--- src/pkg/ftc_pkg.sv ---
// Shared constants and types for the frame timestamp codec.
package ftc_pkg;
  localparam int TS_W = 24;
  localparam logic [23:0] TS_MAX_VALID = 24'hF9_FFFF;
  localparam logic [23:0] TS_NULL = 24'hFF_FFFF;
  localparam logic [23:0] TS_RSV_LO = 24'hFA_0000;
  localparam logic [6:0] LVL1_MAX = 7'h7C;
  localparam logic [6:0] LVL1_ALT = 7'h7F;
  // Level field positions, counted from the least significant bit.
  localparam int LVL1_LSB = 17;
  localparam int LVL2_LSB = 14;
  localparam int LVL3_LSB = 6;
  localparam int LVL4_LSB = 3;
  localparam int LVL5_LSB = 0;
  localparam logic [7:0] TS_FILL_BYTE = 8'hFF;
  localparam int TS_TRAILER_BYTES = 4;
  localparam int SIG_GROUPS = 3;
  localparam int SIG_BLOCKS = 8;
  localparam logic [2:0] LEVEL_MIN = 3'h1;
  localparam logic [2:0] LEVEL_MAX = 3'h5;
  localparam logic [2:0] LEVEL_DEFAULT = 3'h2;
  localparam logic [23:0] TICK_ZERO = 24'h00_0000;
  typedef enum logic [1:0] {TS_ORDINARY, TS_NULLCODE, TS_RESERVED, TS_BADLEVEL} ftc_class_t;

  // Keeps levels 1..lvl and zeroes finer ones (lvl 0, 6 or 7 keeps all five); null code passes unchanged.
  function automatic logic [23:0] ftc_trim(input logic [23:0] ts, input logic [2:0] lvl);
    logic [23:0] m;
    m = 24'h00_0000;
    case (lvl)
      3'h1: m = 24'hFE_0000;
      3'h2: m = 24'hFF_C000;
      3'h3: m = 24'hFF_FFC0;
      3'h4: m = 24'hFF_FFF8;
      default: m = 24'hFF_FFFF;
    endcase
    ftc_trim = (ts == TS_NULL) ? TS_NULL : (ts & m);
  endfunction

  // Classifies a 24-bit value by range and level-one field.
  function automatic ftc_class_t ftc_classify(input logic [23:0] ts);
    logic [6:0] l1;
    l1 = ts[23:17];
    if (ts == TS_NULL) begin
      ftc_classify = TS_NULLCODE;
    end else if (ts >= TS_RSV_LO) begin
      ftc_classify = TS_RESERVED;
    end else if (l1 > LVL1_MAX && l1 != LVL1_ALT) begin
      ftc_classify = TS_BADLEVEL;
    end else begin
      ftc_classify = TS_ORDINARY;
    end
  endfunction
endpackage

--- src/pkg/ftc_link_if.sv ---
// Interface joining the timestamp generator to the consuming multiplexer.
`timescale 1ns/1ps
interface ftc_link_if;
  logic frame_valid;
  logic frame_ready;
  logic [7:0] trailer_byte [4];
  logic [7:0] sig_bit5 [3];
  logic [23:0] ts_word;
  logic ref_pulse;
  modport gen (output frame_valid, output trailer_byte, output sig_bit5, output ts_word, input frame_ready,
    input ref_pulse);
  modport mux (input frame_valid, input trailer_byte, input sig_bit5, input ts_word, output frame_ready,
    output ref_pulse);
endinterface

--- src/core/ftc_generator.sv ---
// Generator end: encodes, trims and places the frame timestamp.
`timescale 1ns/1ps
// Functional notes
// - Timestamp is 24-bit count of 16.384 MHz ticks.
// - Five level fields, widths 7,3,8,3,3.
// - Ordinary values lie in 0 to F9FFFF.
// - All ones means no timing information.
// - FA0000 to FFFFFE reserved, never emitted.
// - Unused finer levels are cleared to zero.
// - Default fill is levels one and two.
// - Trailer bytes: FF, then bits 16-23, 8-15, 0-7.
// - Signalling bit 5 carries bit 8s plus block.
// - Timestamp marks the first bit's transmission instant.
// - Offset counts from shared reference pulse.
// - Provider uses timestamp to absorb transit delay.
// - Physical timestamp marks converter output instant.
module ftc_generator
  import ftc_pkg::*;
(
  input wire logic CORE_CLK,
  input wire logic RESET,
  ftc_link_if.gen LINK,
  input wire logic FRAME_REQ,
  input wire logic [23:0] FRAME_TIME,
  input wire logic FRAME_NULL,
  input wire logic [2:0] FRAME_LEVEL,
  output logic FRAME_BUSY,
  output logic FRAME_REJECT
);
  // Handshake state: one frame stands on the link until the consumer takes it.
  logic valid_reg, valid_next;
  logic busy_reg, busy_next;
  logic reject_reg, reject_next;

  // The stored word and its two placements on the link.
  logic [23:0] ts_reg, ts_next;
  logic [7:0] tb_reg [4];
  logic [7:0] tb_next [4];
  logic [7:0] sig_reg [3];
  logic [7:0] sig_next [3];

  // Request decoding, shared by every state group.
  logic [23:0] candidate;
  logic [2:0] level_eff;
  logic request_seen;
  logic request_ok;
  logic request_bad;
  logic handed_over;
  logic [2:0][7:0] place_byte;
  logic [2:0][7:0] place_bits;
  ftc_class_t cls;

  // Levels outside one to five are not an error: they fall back to the recommended setting.
  function automatic logic [2:0] ftc_pick_level(input logic [2:0] lvl);
    if (lvl < LEVEL_MIN || lvl > LEVEL_MAX) begin
      ftc_pick_level = LEVEL_DEFAULT;
    end else begin
      ftc_pick_level = lvl;
    end
  endfunction

  // Only ordinary and null words may leave; everything else is refused.
  function automatic logic ftc_sendable(input ftc_class_t c);
    ftc_sendable = (c == TS_ORDINARY) || (c == TS_NULLCODE);
  endfunction

  // Trimming runs before the range check, so the check sees exactly the word that would be sent.
  always_comb begin
    level_eff = ftc_pick_level(FRAME_LEVEL);
    if (FRAME_NULL) begin
      candidate = TS_NULL;
    end else begin
      candidate = ftc_trim(FRAME_TIME, level_eff);
    end
    cls = ftc_classify(candidate);
  end

  // A request counts only while no frame is held; later ones are dropped without a word.
  always_comb begin
    request_seen = FRAME_REQ && !busy_reg;
    request_ok = request_seen && ftc_sendable(cls);
    request_bad = request_seen && !ftc_sendable(cls);
    handed_over = valid_reg && LINK.frame_ready;
  end

  // Hand-over and a new frame never meet in one cycle, since requests are taken only while idle.
  always_comb begin
    valid_next = valid_reg;
    busy_next = busy_reg;
    reject_next = 1'b0;
    if (handed_over) begin
      valid_next = 1'b0;
      busy_next = 1'b0;
    end
    if (request_ok) begin
      valid_next = 1'b1;
      busy_next = 1'b1;
    end
    if (request_bad) begin
      reject_next = 1'b1;
    end
  end

  always_ff @(posedge CORE_CLK or posedge RESET) begin
    if (RESET) begin
      valid_reg <= 1'b0;
      busy_reg <= 1'b0;
      reject_reg <= 1'b0;
    end else begin
      valid_reg <= valid_next;
      busy_reg <= busy_next;
      reject_reg <= reject_next;
    end
  end

  // The word stays after hand-over, so a consumer that looks late still sees the last frame.
  always_comb begin
    ts_next = ts_reg;
    if (request_ok) begin
      ts_next = candidate;
    end
  end

  always_ff @(posedge CORE_CLK or posedge RESET) begin
    if (RESET) begin
      ts_reg <= TS_NULL;
    end else begin
      ts_reg <= ts_next;
    end
  end

  // Group g carries the g-th most significant byte twice: whole in the trailer and bit by bit in
  // the signalling bytes, block bl holding bit 8g+bl counted from the most significant end.
  for (genvar g = 0; g < SIG_GROUPS; g++) begin : g_place
    assign place_byte[g] = candidate[23 - 8 * g -: 8];
    for (genvar b = 0; b < SIG_BLOCKS; b++) begin : g_block
      assign place_bits[g][b] = candidate[23 - 8 * g - b];
    end
  end

  always_comb begin
    tb_next = tb_reg;
    if (request_ok) begin
      tb_next[0] = TS_FILL_BYTE;
      for (int i = 0; i < SIG_GROUPS; i++) begin
        tb_next[i + 1] = place_byte[i];
      end
    end
  end

  always_ff @(posedge CORE_CLK or posedge RESET) begin
    if (RESET) begin
      for (int i = 0; i < TS_TRAILER_BYTES; i++) begin
        tb_reg[i] <= TS_FILL_BYTE;
      end
    end else begin
      tb_reg <= tb_next;
    end
  end

  always_comb begin
    sig_next = sig_reg;
    if (request_ok) begin
      for (int i = 0; i < SIG_GROUPS; i++) begin
        sig_next[i] = place_bits[i];
      end
    end
  end

  always_ff @(posedge CORE_CLK or posedge RESET) begin
    if (RESET) begin
      for (int i = 0; i < SIG_GROUPS; i++) begin
        sig_reg[i] <= TS_FILL_BYTE;
      end
    end else begin
      sig_reg <= sig_next;
    end
  end

  // Every link output comes straight from a register, so the consumer never sees decode glitches.
  assign LINK.frame_valid = valid_reg;
  assign LINK.ts_word = ts_reg;
  assign LINK.trailer_byte = tb_reg;
  assign LINK.sig_bit5 = sig_reg;
  assign FRAME_BUSY = busy_reg;
  assign FRAME_REJECT = reject_reg;
endmodule // ftc_generator

--- src/flat_wrapper.sv ---
// flat-port wrapper written by rule: the top's interface ports become plain ports
module ftc_generator_flat import ftc_pkg::*;
  (CORE_CLK, RESET, FRAME_REQ, FRAME_TIME, FRAME_NULL, FRAME_LEVEL, FRAME_BUSY, FRAME_REJECT, LINK_frame_valid, LINK_trailer_byte, LINK_sig_bit5, LINK_ts_word, LINK_frame_ready, LINK_ref_pulse);
  ftc_link_if LINK_i ();
  input wire logic CORE_CLK;
  input wire logic RESET;
  input wire logic FRAME_REQ;
  input wire logic [23:0] FRAME_TIME;
  input wire logic FRAME_NULL;
  input wire logic [2:0] FRAME_LEVEL;
  output logic FRAME_BUSY;
  output logic FRAME_REJECT;
  output wire logic [$bits(LINK_i.frame_valid)-1:0] LINK_frame_valid;
  output wire logic [$bits(LINK_i.trailer_byte)-1:0] LINK_trailer_byte;
  output wire logic [$bits(LINK_i.sig_bit5)-1:0] LINK_sig_bit5;
  output wire logic [$bits(LINK_i.ts_word)-1:0] LINK_ts_word;
  input wire logic [$bits(LINK_i.frame_ready)-1:0] LINK_frame_ready;
  input wire logic [$bits(LINK_i.ref_pulse)-1:0] LINK_ref_pulse;
  assign LINK_frame_valid = LINK_i.frame_valid;
  assign LINK_trailer_byte = {>>{LINK_i.trailer_byte}};
  assign LINK_sig_bit5 = {>>{LINK_i.sig_bit5}};
  assign LINK_ts_word = LINK_i.ts_word;
  assign LINK_i.frame_ready = LINK_frame_ready;
  assign LINK_i.ref_pulse = LINK_ref_pulse;
  ftc_generator u_core (.CORE_CLK(CORE_CLK), .RESET(RESET), .LINK(LINK_i), .FRAME_REQ(FRAME_REQ), .FRAME_TIME(FRAME_TIME), .FRAME_NULL(FRAME_NULL), .FRAME_LEVEL(FRAME_LEVEL), .FRAME_BUSY(FRAME_BUSY), .FRAME_REJECT(FRAME_REJECT));
endmodule
--- config.mk ---
export PLATFORM = sky130hd
export DESIGN_NAME = ftc_generator_flat
export DESIGN_NICKNAME = d
export VERILOG_FILES = /design/src/pkg/ftc_pkg.sv /design/src/pkg/ftc_link_if.sv /design/src/core/ftc_generator.sv /design/src/flat_wrapper.sv
export SDC_FILE = /design/constraint.sdc
export NUM_CORES = 1
export LEC_CHECK = 0
export BUFFER_PORTS_ARGS = -buffer_cell sky130_fd_sc_hd__buf_2
export CORE_UTILIZATION = 40
export DETAILED_ROUTE_END_ITERATION = 10
export PLACE_DENSITY_LB_ADDON = 0.25
export REMOVE_ABC_BUFFERS = 1
export SLEW_MARGIN = 5
export SYNTH_ARGS = -nofsm -noshare
export SYNTH_HDL_FRONTEND = slang
export SYNTH_SLANG_ARGS = --single-unit
--- constraint.sdc ---
create_clock -name CORE_CLK -period 2 [get_ports CORE_CLK]
set_input_delay 0.4 -clock CORE_CLK [delete_from_list [all_inputs] [get_ports CORE_CLK]]
set_output_delay 0.4 -clock CORE_CLK [all_outputs]
set_load 0.05 [all_outputs]
---- Yosys cells after proc, flatten, opt, wreduce, memory -nomap -nowiden ----
Cells that the tools add are included.
W data, S select, Z words.
storage, ports and cells
  register bits after elaboration ......... 74
  output and inout port bits .............. 83
  input port bits ......................... 33
operators by class
  bitwise gates (word level) .............. 1
  equality and inequality tests ........... 8
  reduce and logical (&&, ||, !) cells .... 11
  muxes and demuxes ....................... 11
  $lt $le $gt $ge ......................... 4
operators by type and width
  kind                    number
  $mux W24                3
  $pmux W17 S4            1
  $eq A24 B24 Y1 const B  2
  $and A24 B24 Y24        1
  $ge A24 B24 Y1 const B  1
  $gt A7 B7 Y1 const B    1
  $ne A7 B7 Y1 const B    1
  $eq A3 B2 Y1 const B    2
  $mux W2                 3
  $logic_and A1 B1 Y1     5
  $eq A3 B1 Y1 const B    1
  $eq A3 B3 Y1 const B    1
  $gt A3 B3 Y1 const B    1
  $lt A3 B1 Y1 const B    1
  $mux W1                 3
  $mux W3                 1
  $eq A2 B1 Y1 const B    1
  $logic_not A1 Y1        2
  $logic_not A2 Y1        1
  $logic_or A1 B1 Y1      2
  $reduce_bool A2 Y1      1

---- Longest topological paths before layout ----
Gate-level depths: netlist (run 1).
  depth in word-level cells ............... 19
  mapped depth ............................ 6
  depth with buffers taken out ............ 4

---- Least setup slack after synthesis (run 1) ----
No wires, ideal clock.
  path type ............................... register -> register
  from .................................... reg u_core.busy_reg (netlist: u_core.FRAME_BUSY)
  to ...................................... reg u_core.sig_reg (netlist bit u_core.LINK.sig_bit5[5])
  path buffers ............................ 1
  cell stages (with the launch flop) ...... 6
  path slack .............................. 0.304 ns
  required time ........................... 1.910 ns
  clock period less this slack ............ 1.696 ns
  library setup time ...................... 0.090 ns
  data arrival time ....................... 1.606 ns
  path through ............................ dfrtp_1 -> nand2b_1 -> nor3_4 -> a21o_4 -> buf_6 -> a31oi_1
between the ends
  cells in the longest elaborated chain, start to end .. 3
RTL lines
  what                    RTL line              RTL
  start, declared         ftc_generator.sv:32   logic busy_reg, busy_next;
  start signal, assigned  ftc_generator.sv:111  busy_reg <= busy_next;
  $logic_not A1 Y1        ftc_generator.sv:80   request_seen = FRAME_REQ && !busy_reg;
  $logic_and A1 B1 Y1     ftc_generator.sv:80
  $logic_and A1 B1 Y1     ftc_generator.sv:81   request_ok = request_seen && ftc_sendable(cls);
  end signal, assigned    ftc_generator.sv:176  sig_reg <= sig_next;
  end, declared           ftc_generator.sv:39   logic [7:0] sig_reg [3];
No other way between the ends.
A chain may end at the register's enable or synchronous reset.

---- Worst setup path in the final report (run 1) ----
  from .................................... reg u_core.busy_reg (netlist: u_core.FRAME_BUSY)
  to ...................................... reg u_core.tb_reg (netlist bit u_core.LINK.trailer_byte[0])
between the ends
  cells in the longest elaborated chain, start to end .. 3
RTL lines
  what                  RTL line              RTL
  $logic_not A1 Y1      ftc_generator.sv:80
  $logic_and A1 B1 Y1   ftc_generator.sv:80
  $logic_and A1 B1 Y1   ftc_generator.sv:81
  end signal, assigned  ftc_generator.sv:157  tb_reg <= tb_next;
  end, declared         ftc_generator.sv:37   logic [7:0] tb_reg [4];
No other way between the ends.

==> run summary, run 1 <==
worst reg2reg path depth: 4
Iter 0 DRT Violations: 50
Largest stage delay, worst path: 0.41 ns
vias in the first global route: 1,281
Final Cycle Share: 80.2%
initial antenna violation count: 0
synth unique cells: 28
top cell type by total area after synthesis: dfstp_2
Final Max Slew Viols: 0
sw power: 1620 µW
top post-synthesis cells by area: dfstp_2 32%, buf_4 22%, a211oi_1 9.5%, a31oi_2 6.3%, a21oi_2 3.1%
Syn-to-layout area delta: 11.3%
most frequent cells after synthesis: 59 x buf_4, 25 x a211oi_1, 24 x dfstp_2
Switching Share: 58.2%
Post-CTS Setup Inserts: 0
DRC errors left: 0
top_reg_cell synth: dfstp_2
Slew HR: 53.4%
CTS resizes: 0
Worst VDD drop: 0.000430 V
Avg Inst Size Synth: 10.1 µm²
RD Place Congestion: 0.771
Setup Skew: 0.00595 ns
vias: 1,550
CTS H-tree depth: 1
Post-CTS Hold Buffers: 0
pin count of the biggest net entering global routing: 27
Hold Vio Cnt, Final: 0
Slew @ Worst Pin: 0.696 ns
Crit path required time: 2.18 ns
CP max FO: 25
layout cell share with drive strength beyond 1: 66.4%
Final Instance Count excl. Fillers: 317
Max Freq: 624 MHz
Num CTS Buffers: 3
Clock power frac: 11.1%
Final setup viols: 0
Startpoint Class: register
global-route wire length before repair: 6480 µm
setup slack after layout: 0.396 ns
WL per Instance: 13.2 µm
slowest CP cell: dfrtp_1
DR vias/cell: 4.89
placed cells: 314
antenna cells: 0
CTS root buf: clkbuf_8
First-pass DRT Iterations: 4
critical setup path kind: register to register
clock buffer depth: 2
FP Rows: 25
Stages on worst setup path: 4
worst path bufs/invs: 0
cell-internal power: 1160 µW
Synth Cell Area: 0.00197 mm²
clock sink count: 26
Period minus WS final: 1.60 ns
register area share after synthesis: 34.5%
#FFs+latches synth: 26
CTS tree: yes
top-area cell type share of the netlist area: 31.9%
overall routed net length: 4200 µm
GRT Total Usage: 16.2%
Ports: 116
unrepaired setup endpoints after global routing: false
maxcap violations: 0
Logic pwr share: 60.7%
Async S/R FF share, synth: 100%
Pleak: 0.000930 µW
Post-synth EDFFs: 0
die height: 72.3 µm
worst skew pair latency: 0.28 ns
Seq pwr share: 28.2%
crit path cell chain: nand2b_1 -> nor3_4 -> a21o_4 -> a31oi_1
critical path endpoint category: register
grt ovf: 0
Synth Instances: 195
Post-DRT Antenna Nets: 0
Core Region: 0.00472 mm²
Worst EP arrival: 1.78 ns
Die ar.: 0.00522 mm²
status: finished, final reports clean
DP Worst Slack: 0.288 ns
power per standard cell area: 1270 mW/mm²
most common cell in the synthesized netlist: buf_4
kind of cell adding the most delay to the critical path: simple AND/OR/NAND/NOR gates
post-DP HPWL: 3090 µm
Hold Crit Class: input port to asynchronous set/reset pin
Starting Density: 41.8%
Syn. warnings: 0
Die X: 72.3 µm
Nets: 285
clock transition at the registers of the reported paths: 0.09 ns
# port buffers: 106
layout make-up:
type                            instances  area, µm²
Timing Repair Buffer                  113        583
Sequential cell                        26        681
Inverter                                2       7.51
Clock buffer                            3       41.3
Fill cell                             468       2530
Multi-Input combinational cell        106        801
Tap cell                               67       83.8
power by group through the flow:
stage	Sequential (µW)	Combinational [µW]	Clock [µW]
3_3_place_gp	790	1690	0
5_1_grt	806	1750	338
2_1_floorplan	1890	242	0
6_report	784	1690	309
3_5_place_dp	796	1690	0
4_1_cts	787	1690	322
metrics by stage:
stage	setup TNS (ns)	hold slack, ns	total power (µW)	instance area, µm²	util (%)
floorplan	-7.81	0.422	2130	1490	-
global placement	0	0.477	2480	2160	45.6
detailed placement	0	0.480	2490	2160	45.6
CTS	0	0.165	2800	2200	46.5
global route	0	0.191	2900	2200	46.5
finish	0	0.152	2780	2200	46.5
state kept, by name (all words and copies together) (netlist names):
| name | cells |
|---|---|
| u_core.FRAME_BUSY | 1 |
| u_core.FRAME_REJECT | 1 |
| u_core.LINK.sig_bit5 | 21 |
| u_core.LINK.trailer_byte | 3 |
routing by layer:
layer  GRT usage [%]  vias to the layer above  wire length, µm
li1                -                      755                -
met1            23.7                      721             2060
met2            24.4                       69             1850
met3            2.50                        5              238
met4            5.66                        0               50
met5               0                        -                0
worst paths after layout:
| check | start | to | slack, ns |
|---|---|---|---|
| worst min-delay path | RESET | u_core.FRAME_BUSY | 0.15 |
| min in group CORE_CLK | FRAME_TIME[6] | u_core.LINK.sig_bit5[1] | 0.37 |
| worst min register to register | u_core.FRAME_BUSY | u_core.FRAME_BUSY | 0.54 |
| worst max-delay path | u_core.FRAME_BUSY | u_core.LINK.trailer_byte[0] | 0.40 |
| max in group asynchronous | RESET | u_core.LINK.trailer_byte[16] | 1.54 |
| worst max register to register | u_core.FRAME_BUSY | u_core.LINK.trailer_byte[0] | 0.40 |
cells by family (layout without fill, tap and decap cells):
family	Yosys count	after routing	share of synthesized area (%)
DFF	26	26	34.5
AOI/OAI and AO/OA	54	54	25.6
other	1	8	0.190
and+or+nand+nor	44	44	13.4
buffers and inverters	70	118	26.3
cells in the final DEF (no fill, tap or decap), types with 2 or more instances in the layout:
cell type,Yosys,layout
buf_2,4,106
a211oi_1,25,25
dfstp_2,24,24
nand2_1,14,14
a31oi_2,10,10
nor2_1,8,8
conb_1,1,8
a31oi_1,7,7
a21oi_2,7,7
buf_4,59,7
nand4_1,6,6
nand3_1,6,6
nor3_4,3,3
clkbuf_8,0,3
nand2b_1,2,2
inv_1,2,2
dfrtp_1,2,2
tightest hold or removal path: cells and delay by family:
| family | cells | cell delay, ns |
|---|---|---|
| buffers and inverters | 3 | 0.44 |
Power figures use the tool's default switching activity.
==> run 2, diff against run 1 <==
==> constraint.sdc (replaced) <==
create_clock -name CORE_CLK -period 1.59 [get_ports CORE_CLK]
set_input_delay 0.318 -clock CORE_CLK [delete_from_list [all_inputs] [get_ports CORE_CLK]]
set_output_delay 0.318 -clock CORE_CLK [all_outputs]
set_load 0.05 [all_outputs]
==> run 2 against run 1 <==
  * Via count rose by 1.8%
  * Hold slack worse by 0.054 ns
  * Largest power group unchanged
  * Highest routed layer unchanged
  * Largest cell class unchanged
  * Die area unchanged
==> run summary, run 2 (same netlist as run 1, synthesis figures left out) <==
clock sink count: 26 (unchanged)
First-pass DRT Iterations: 2 (was 4)
kind of cell adding the most delay to the critical path: simple AND/OR/NAND/NOR gates (unchanged)
Starting Density: 41.8% (unchanged)
# port buffers: 106 (unchanged)
Switching Share: 55.0% (was 58.2%)
Final Cycle Share: 89.7% (was 80.2%)
CP max FO: 12 (was 25)
FILL cells: 451 (was 468)
vias in the first global route: 1,351 (was 1,281)
slowest CP cell: dfrtp_1 (unchanged)
CTS root buf: clkbuf_8 (unchanged)
commonest cells after routing, fill and taps aside: 106 x buf_2, 25 x a211oi_1, 24 x dfstp_2, 14 x nand2_1, 11 x buf_4 (was 106 x buf_2, 25 x a211oi_1, 24 x dfstp_2, 14 x nand2_1, 10 x a31oi_2)
power per standard cell area: 1590 mW/mm² (was 1270 mW/mm²)
worst reg2reg path depth: 5 (was 4)
DP Worst Slack: 0.0678 ns (was 0.288 ns)
sw power: 2030 µW (was 1620 µW)
Crit path required time: 1.78 ns (was 2.18 ns)
global-route wire length before repair: 6530 µm (was 6480 µm)
Power Total: 3690 µW (was 2780 µW)
unrepaired setup endpoints after global routing: false (unchanged)
CTS H-tree depth: 1 (unchanged)
CTS tree: yes (unchanged)
WL per Instance: 13.0 µm (was 13.2 µm)
Iter 0 DRT Violations: 63 (was 50)
Largest register FFs: 21 (unchanged)
Die X: 72.3 µm (unchanged)
DRC errors left: 0 (unchanged)
Seq pwr share: 26.7% (was 28.2%)
initial antenna violation count: 0 (unchanged)
clock transition at the registers of the reported paths: 0.09 ns (about the same)
critical setup path kind: register to register (unchanged)
Pleak: 0.000988 µW (was 0.000930 µW)
worst skew pair latency: 0.27 ns (was 0.28 ns)
Largest stage delay, worst path: 0.41 ns (about the same)
Util after Layout: 48.9% (was 46.5%)
setup slack after layout: 0.164 ns (was 0.396 ns)
Clock power frac: 14.8% (was 11.1%)
GRT Total Usage: 16.1% (was 16.2%)
Final Max Slew Viols: 0 (unchanged)
clock buffer depth: 2 (unchanged)
worst path bufs/invs: 1 (was 0)
Hold Crit Class: input port to asynchronous set/reset pin (unchanged)
layout cell share with drive strength beyond 1: 67.8% (was 66.4%)
RD Place Congestion: 0.740 (was 0.771)
status: finished, final reports clean (unchanged)
Syn-to-layout area delta: 17.0% (was 11.3%)
Worst EP arrival: 1.61 ns (was 1.78 ns)
commonest non-fill, non-tap cell in the layout: buf_2 (unchanged)
Max Freq: 701 MHz (was 624 MHz)
FP Rows: 25 (unchanged)
pin count of the biggest net entering global routing: 27 (unchanged)
Core Region: 0.00472 mm² (unchanged)
Hold Vio Cnt, Final: 0 (unchanged)
grt ovf: 0 (unchanged)
vias: 1,578 (was 1,550)
Stages on worst setup path: 5 (was 4)
Die ar.: 0.00522 mm² (unchanged)
die height: 72.3 µm (unchanged)
Post-DRT Antenna Nets: 0 (unchanged)
post-DP HPWL: 3250 µm (was 3090 µm)
critical path endpoint category: register (unchanged)
Period minus WS final: 1.43 ns (was 1.60 ns)
antenna cells: 0 (unchanged)
Final setup viols: 0 (unchanged)
Worst VDD drop: 0.000899 V (was 0.000430 V)
Logic pwr share: 58.5% (was 60.7%)
Setup Skew: 0.00462 ns (was 0.00595 ns)
crit path cell chain: nand2b_2 -> nor3_4 -> a21o_4 -> buf_12 -> a31oi_1 (was nand2b_1 -> nor3_4 -> a21o_4 -> a31oi_1)
Startpoint Class: register (unchanged)
Num CTS Buffers: 3 (unchanged)
overall routed net length: 4220 µm (was 4200 µm)
cell-internal power: 1660 µW (was 1160 µW)
Nets: 292 (was 285)
DR vias/cell: 4.86 (was 4.89)
maxcap violations: 0 (unchanged)
Ports: 116 (unchanged)
-- run 2: layout make-up --
| cell class | instances | area, µm² | share of cell area, % |
|---|---|---|---|
| clock buffer | 3 | 41.3 | 1.79 |
| clock inverter | 1 | 30.0 | 1.30 |
| inverter | 2 | 7.51 | 0.325 |
| multi-input combinational | 106 | 803 | 34.8 |
| sequential | 26 | 681 | 29.5 |
| tap | 67 | 83.8 | 3.63 |
| timing repair buffer | 120 | 664 | 28.7 |
-- run 2: worst paths after layout --
path	start	to	slack [ns]
hold reg to reg	u_core.FRAME_BUSY	u_core.FRAME_BUSY	0.52
setup reg to reg	u_core.FRAME_BUSY	u_core.LINK.sig_bit5[4]	0.16
min in group CORE_CLK	FRAME_TIME[5]	u_core.LINK.sig_bit5[2]	0.30
hold / removal	RESET	u_core.FRAME_REJECT	0.1
setup / recovery	u_core.FRAME_BUSY	u_core.LINK.sig_bit5[4]	0.16
max in group asynchronous	RESET	u_core.LINK.sig_bit5[16]	1.19
-- run 2: per-layer routing --
metal / track usage [%] / vias up / share of wire [%] / wire length [µm]
li1: - / 769 / - / -
met1: 21.1 / 741 / 45 / 1910
met2: 27.4 / 66 / 48 / 2030
met3: 3.75 / 2 / 6.2 / 262
met4: 2.61 / 0 / 0.47 / 20
met5: 0 / - / 0 / 0
-- run 2: stage by stage --
| stage | instances | TNS [ns] | cell area (µm²) | hold slack (ns) |
|---|---|---|---|---|
| floorplan | 134 | -18.06 | 1490 | 0.340 |
| global placement | 321 | 0 | 2230 | 0.396 |
| detailed placement | 321 | 0 | 2230 | 0.398 |
| CTS | 325 | 0 | 2300 | 0.0954 |
| global route | 325 | 0 | 2310 | 0.117 |
| finish | 325 | 0 | 2310 | 0.0978 |
-- run 2: power groups by stage --
stage | sequential, µW | clock, µW | combinational [µW]
global placement | 992 | 0 | 2160
global route | 1010 | 590 | 2240
CTS | 991 | 566 | 2160
finish | 984 | 544 | 2160
detailed placement | 1000 | 0 | 2160
floorplan | 2370 | 0 | 304
-- run 2: timing repair --
| item | in CTS | in global routing |
|---|---|---|
| endpoints found under the hold margin | 0 | 0 |
| gates resized for setup | 0 | 2 |
| hold buffers | 0 | 0 |
| endpoints found under the setup margin | 0 | 15 |
| buffers inserted | 0 | 0 |
-- run 2: worst register-to-register path: cells and delay by family, from the launching register on --
kind,cells,cell delay [ns]
DFF,1,0.41
AOI/OAI and AO/OA,2,0.33
and+or+nand+nor,2,0.45
buffers and inverters,1,0.16
==> run 3, diff against run 2 <==
--- a/config.mk
+++ b/config.mk
@@ -9,7 +9,6 @@
 export CORE_UTILIZATION = 40
 export DETAILED_ROUTE_END_ITERATION = 10
 export PLACE_DENSITY_LB_ADDON = 0.25
-export REMOVE_ABC_BUFFERS = 1
 export SLEW_MARGIN = 5
 export SYNTH_ARGS = -nofsm -noshare
 export SYNTH_HDL_FRONTEND = slang
==> constraint.sdc (replaced) <==
create_clock -name CORE_CLK -period 1.59 [get_ports CORE_CLK]
set_input_delay 0.318 -clock CORE_CLK [delete_from_list [all_inputs] [get_ports CORE_CLK]]
set_output_delay 0.318 -clock CORE_CLK [all_outputs]
set_load 0.005 [all_outputs]
==> run 3 against run 2 <==
  * Register-to-register slack worse by 0.05 ns
  * Fmax decreased by 3.4%
  * Via count increased by 0.70%
  * Critical path depth did not move
  * Combinational power is 61% lower
  * Sequential power grew 0.5%
  * Global-route usage grew 0.93 points
  * Final cell count grew 1.2%
  * Hold slack worse by 0.020 ns
  * Clock skew grew 0.0026 ns
  * Setup slack got worse by 0.050 ns
  * Non-clock buffer count increased by 4
  * Critical path type unchanged
  * Largest cell class unchanged
  * Largest power group is now sequential cells
==> run summary, run 3 (same netlist as run 1, synthesis figures left out) <==
status: finished, final reports clean (unchanged)
Starting Density: 41.8% (unchanged)
commonest non-fill, non-tap cell in the layout: buf_2 (unchanged)
Syn-to-layout area delta: 17.7% (was 17.0%)
Die ar.: 0.00522 mm² (unchanged)
Core Region: 0.00472 mm² (unchanged)
grt ovf: 0 (unchanged)
vias: 1,589 (was 1,578)
critical setup path kind: register to register (unchanged)
Largest register FFs: 21 (unchanged)
Num CTS Buffers: 3 (unchanged)
clock sink count: 26 (unchanged)
Clock power frac: 19.3% (was 14.8%)
Hold Crit Class: input port to asynchronous set/reset pin (unchanged)
Final Instance Count excl. Fillers: 329 (was 325)
Pleak: 0.00100 µW (was 0.000988 µW)
Ports: 116 (unchanged)
DRC errors left: 0 (unchanged)
Period minus WS final: 1.48 ns (was 1.43 ns)
CTS root buf: clkbuf_8 (unchanged)
layout cell share with drive strength beyond 1: 68.3% (was 67.8%)
global-route wire length before repair: 6920 µm (was 6530 µm)
Crit path required time: 1.79 ns (was 1.78 ns)
Worst EP arrival: 1.67 ns (was 1.61 ns)
GRT Total Usage: 17.0% (was 16.1%)
Logic pwr share: 36.9% (was 58.5%)
Iter 0 DRT Violations: 59 (was 63)
Final Cycle Share: 92.8% (was 89.7%)
initial antenna violation count: 0 (unchanged)
Final setup viols: 0 (unchanged)
CTS tree: yes (unchanged)
Max Freq: 677 MHz (was 701 MHz)
placed cells: 321 (unchanged)
hold_ws: 0.0776 ns (was 0.0978 ns)
# port buffers: 106 (unchanged)
commonest cells after routing, fill and taps aside: 106 x buf_2, 25 x a211oi_1, 24 x dfstp_2, 15 x buf_4, 14 x nand2_1 (was 106 x buf_2, 25 x a211oi_1, 24 x dfstp_2, 14 x nand2_1, 11 x buf_4)
clock buffer depth: 2 (unchanged)
sw power: 722 µW (was 2030 µW)
Final Max Slew Viols: 0 (unchanged)
Post-DRT Antenna Nets: 0 (unchanged)
cell-internal power: 1540 µW (was 1660 µW)
power per standard cell area: 972 mW/mm² (was 1590 mW/mm²)
antenna cells: 0 (unchanged)
Fin Setup TNS: 0 ns (unchanged)
Nets: 296 (was 292)
FP Rows: 25 (unchanged)
worst skew pair latency: 0.27 ns (about the same)
maxcap violations: 0 (unchanged)
post-DP HPWL: 3390 µm (was 3250 µm)
die height: 72.3 µm (unchanged)
Seq pwr share: 43.7% (was 26.7%)
CTS H-tree depth: 1 (unchanged)
First-pass DRT Iterations: 6 (was 2)
clock transition at the registers of the reported paths: 0.10 ns (was 0.09 ns)
CP max FO: 11 (was 12)
Switching Share: 31.9% (was 55.0%)
unrepaired setup endpoints after global routing: false (unchanged)
RD Place Congestion: 0.735 (was 0.740)
Startpoint Class: register (unchanged)
vias in the first global route: 1,408 (was 1,351)
DR vias/cell: 4.83 (was 4.86)
Worst VDD drop: 0.000353 V (was 0.000899 V)
Hold Vio Cnt, Final: 0 (unchanged)
overall routed net length: 4470 µm (was 4220 µm)
Setup Skew: 0.00719 ns (was 0.00462 ns)
pin count of the biggest net entering global routing: 27 (unchanged)
WL per Instance: 13.6 µm (was 13.0 µm)
Die X: 72.3 µm (unchanged)
critical path endpoint category: register (unchanged)
==> run 3: cell count changes in the layout (fill, tap and decap cells not counted), sizes merged <==
| cell | delta |
|---|---|
| bufinv | -1 |
| buf | +4 |
| clkbuf | +1 |
==> run 3: area by class of cell <==
| cell class | count | area (µm²) |
|---|---|---|
| Timing Repair Buffer | 124 | 694 |
| Inverter | 2 | 7.51 |
| Sequential cell | 26 | 681 |
| Fill cell | 469 | 2400 |
| Clock buffer | 4 | 55.1 |
| Tap cell | 67 | 83.8 |
| Multi-Input combinational cell | 106 | 803 |
==> run 3: routing by layer <==
layer  GRT usage, %  part of all wire, %  wire (µm)  up-vias
met5              0                    0          0        -
met2           28.1                   49       2170       71
met4           4.58                 0.65         29        0
met1           23.5                   46       2060      743
li1               -                    -          -      773
met3           2.08                  4.8        214        2
==> run 3: path summary, 6_finish.rpt <==
check                                        from                     endpoint  slack (ns)  cells past startpoint
worst max-delay path            u_core.FRAME_BUSY  u_core.LINK.trailer_byte[0]        0.11                      5
worst min register to register  u_core.FRAME_BUSY            u_core.FRAME_BUSY        0.54                      1
max in group asynchronous                   RESET      u_core.LINK.sig_bit5[0]        1.21                      3
worst max register to register  u_core.FRAME_BUSY  u_core.LINK.trailer_byte[0]        0.11                      5
min in group CORE_CLK               FRAME_TIME[3]      u_core.LINK.sig_bit5[4]        0.29                      3
worst min-delay path                        RESET          u_core.FRAME_REJECT        0.08                      3
==> run 3: power groups by stage <==
stage	clock network (µW)	logic (µW)	registers (µW)
after floorplan	0	683	1010
after global placement	0	816	992
after detailed placement	0	821	1000
after CTS	451	825	994
after global routing	469	921	1020
final	437	834	989
==> run 3: critical path, cell delays in order, from the launching register on <==
cell and delay, ns:
dfrtp_1 0.42, nand2b_2 0.25, nor3_4 0.26, buf_4 0.23, a211oi_1 0.09, a31oi_1 0.16
==> run 3: timing repair <==
item                                    in CTS  in global routing
endpoints found under the setup margin       0                 16
buffers inserted                             0                  4
hold buffers                                 0                  0
resized for setup                            0                  2
endpoints found under the hold margin        0                  0
==> run 3: through the flow <==
step	setup slack, ns	util (%)	area [µm²]	power [µW]
finish	0.114	49.2	2320	2260
global route	0.0322	49.2	2320	2410
CTS	0.0640	48.5	2290	2270
detailed placement	0.0837	47.3	2230	1830
global placement	0.100	47.3	2230	1810
floorplan	0.147	-	2000	1690
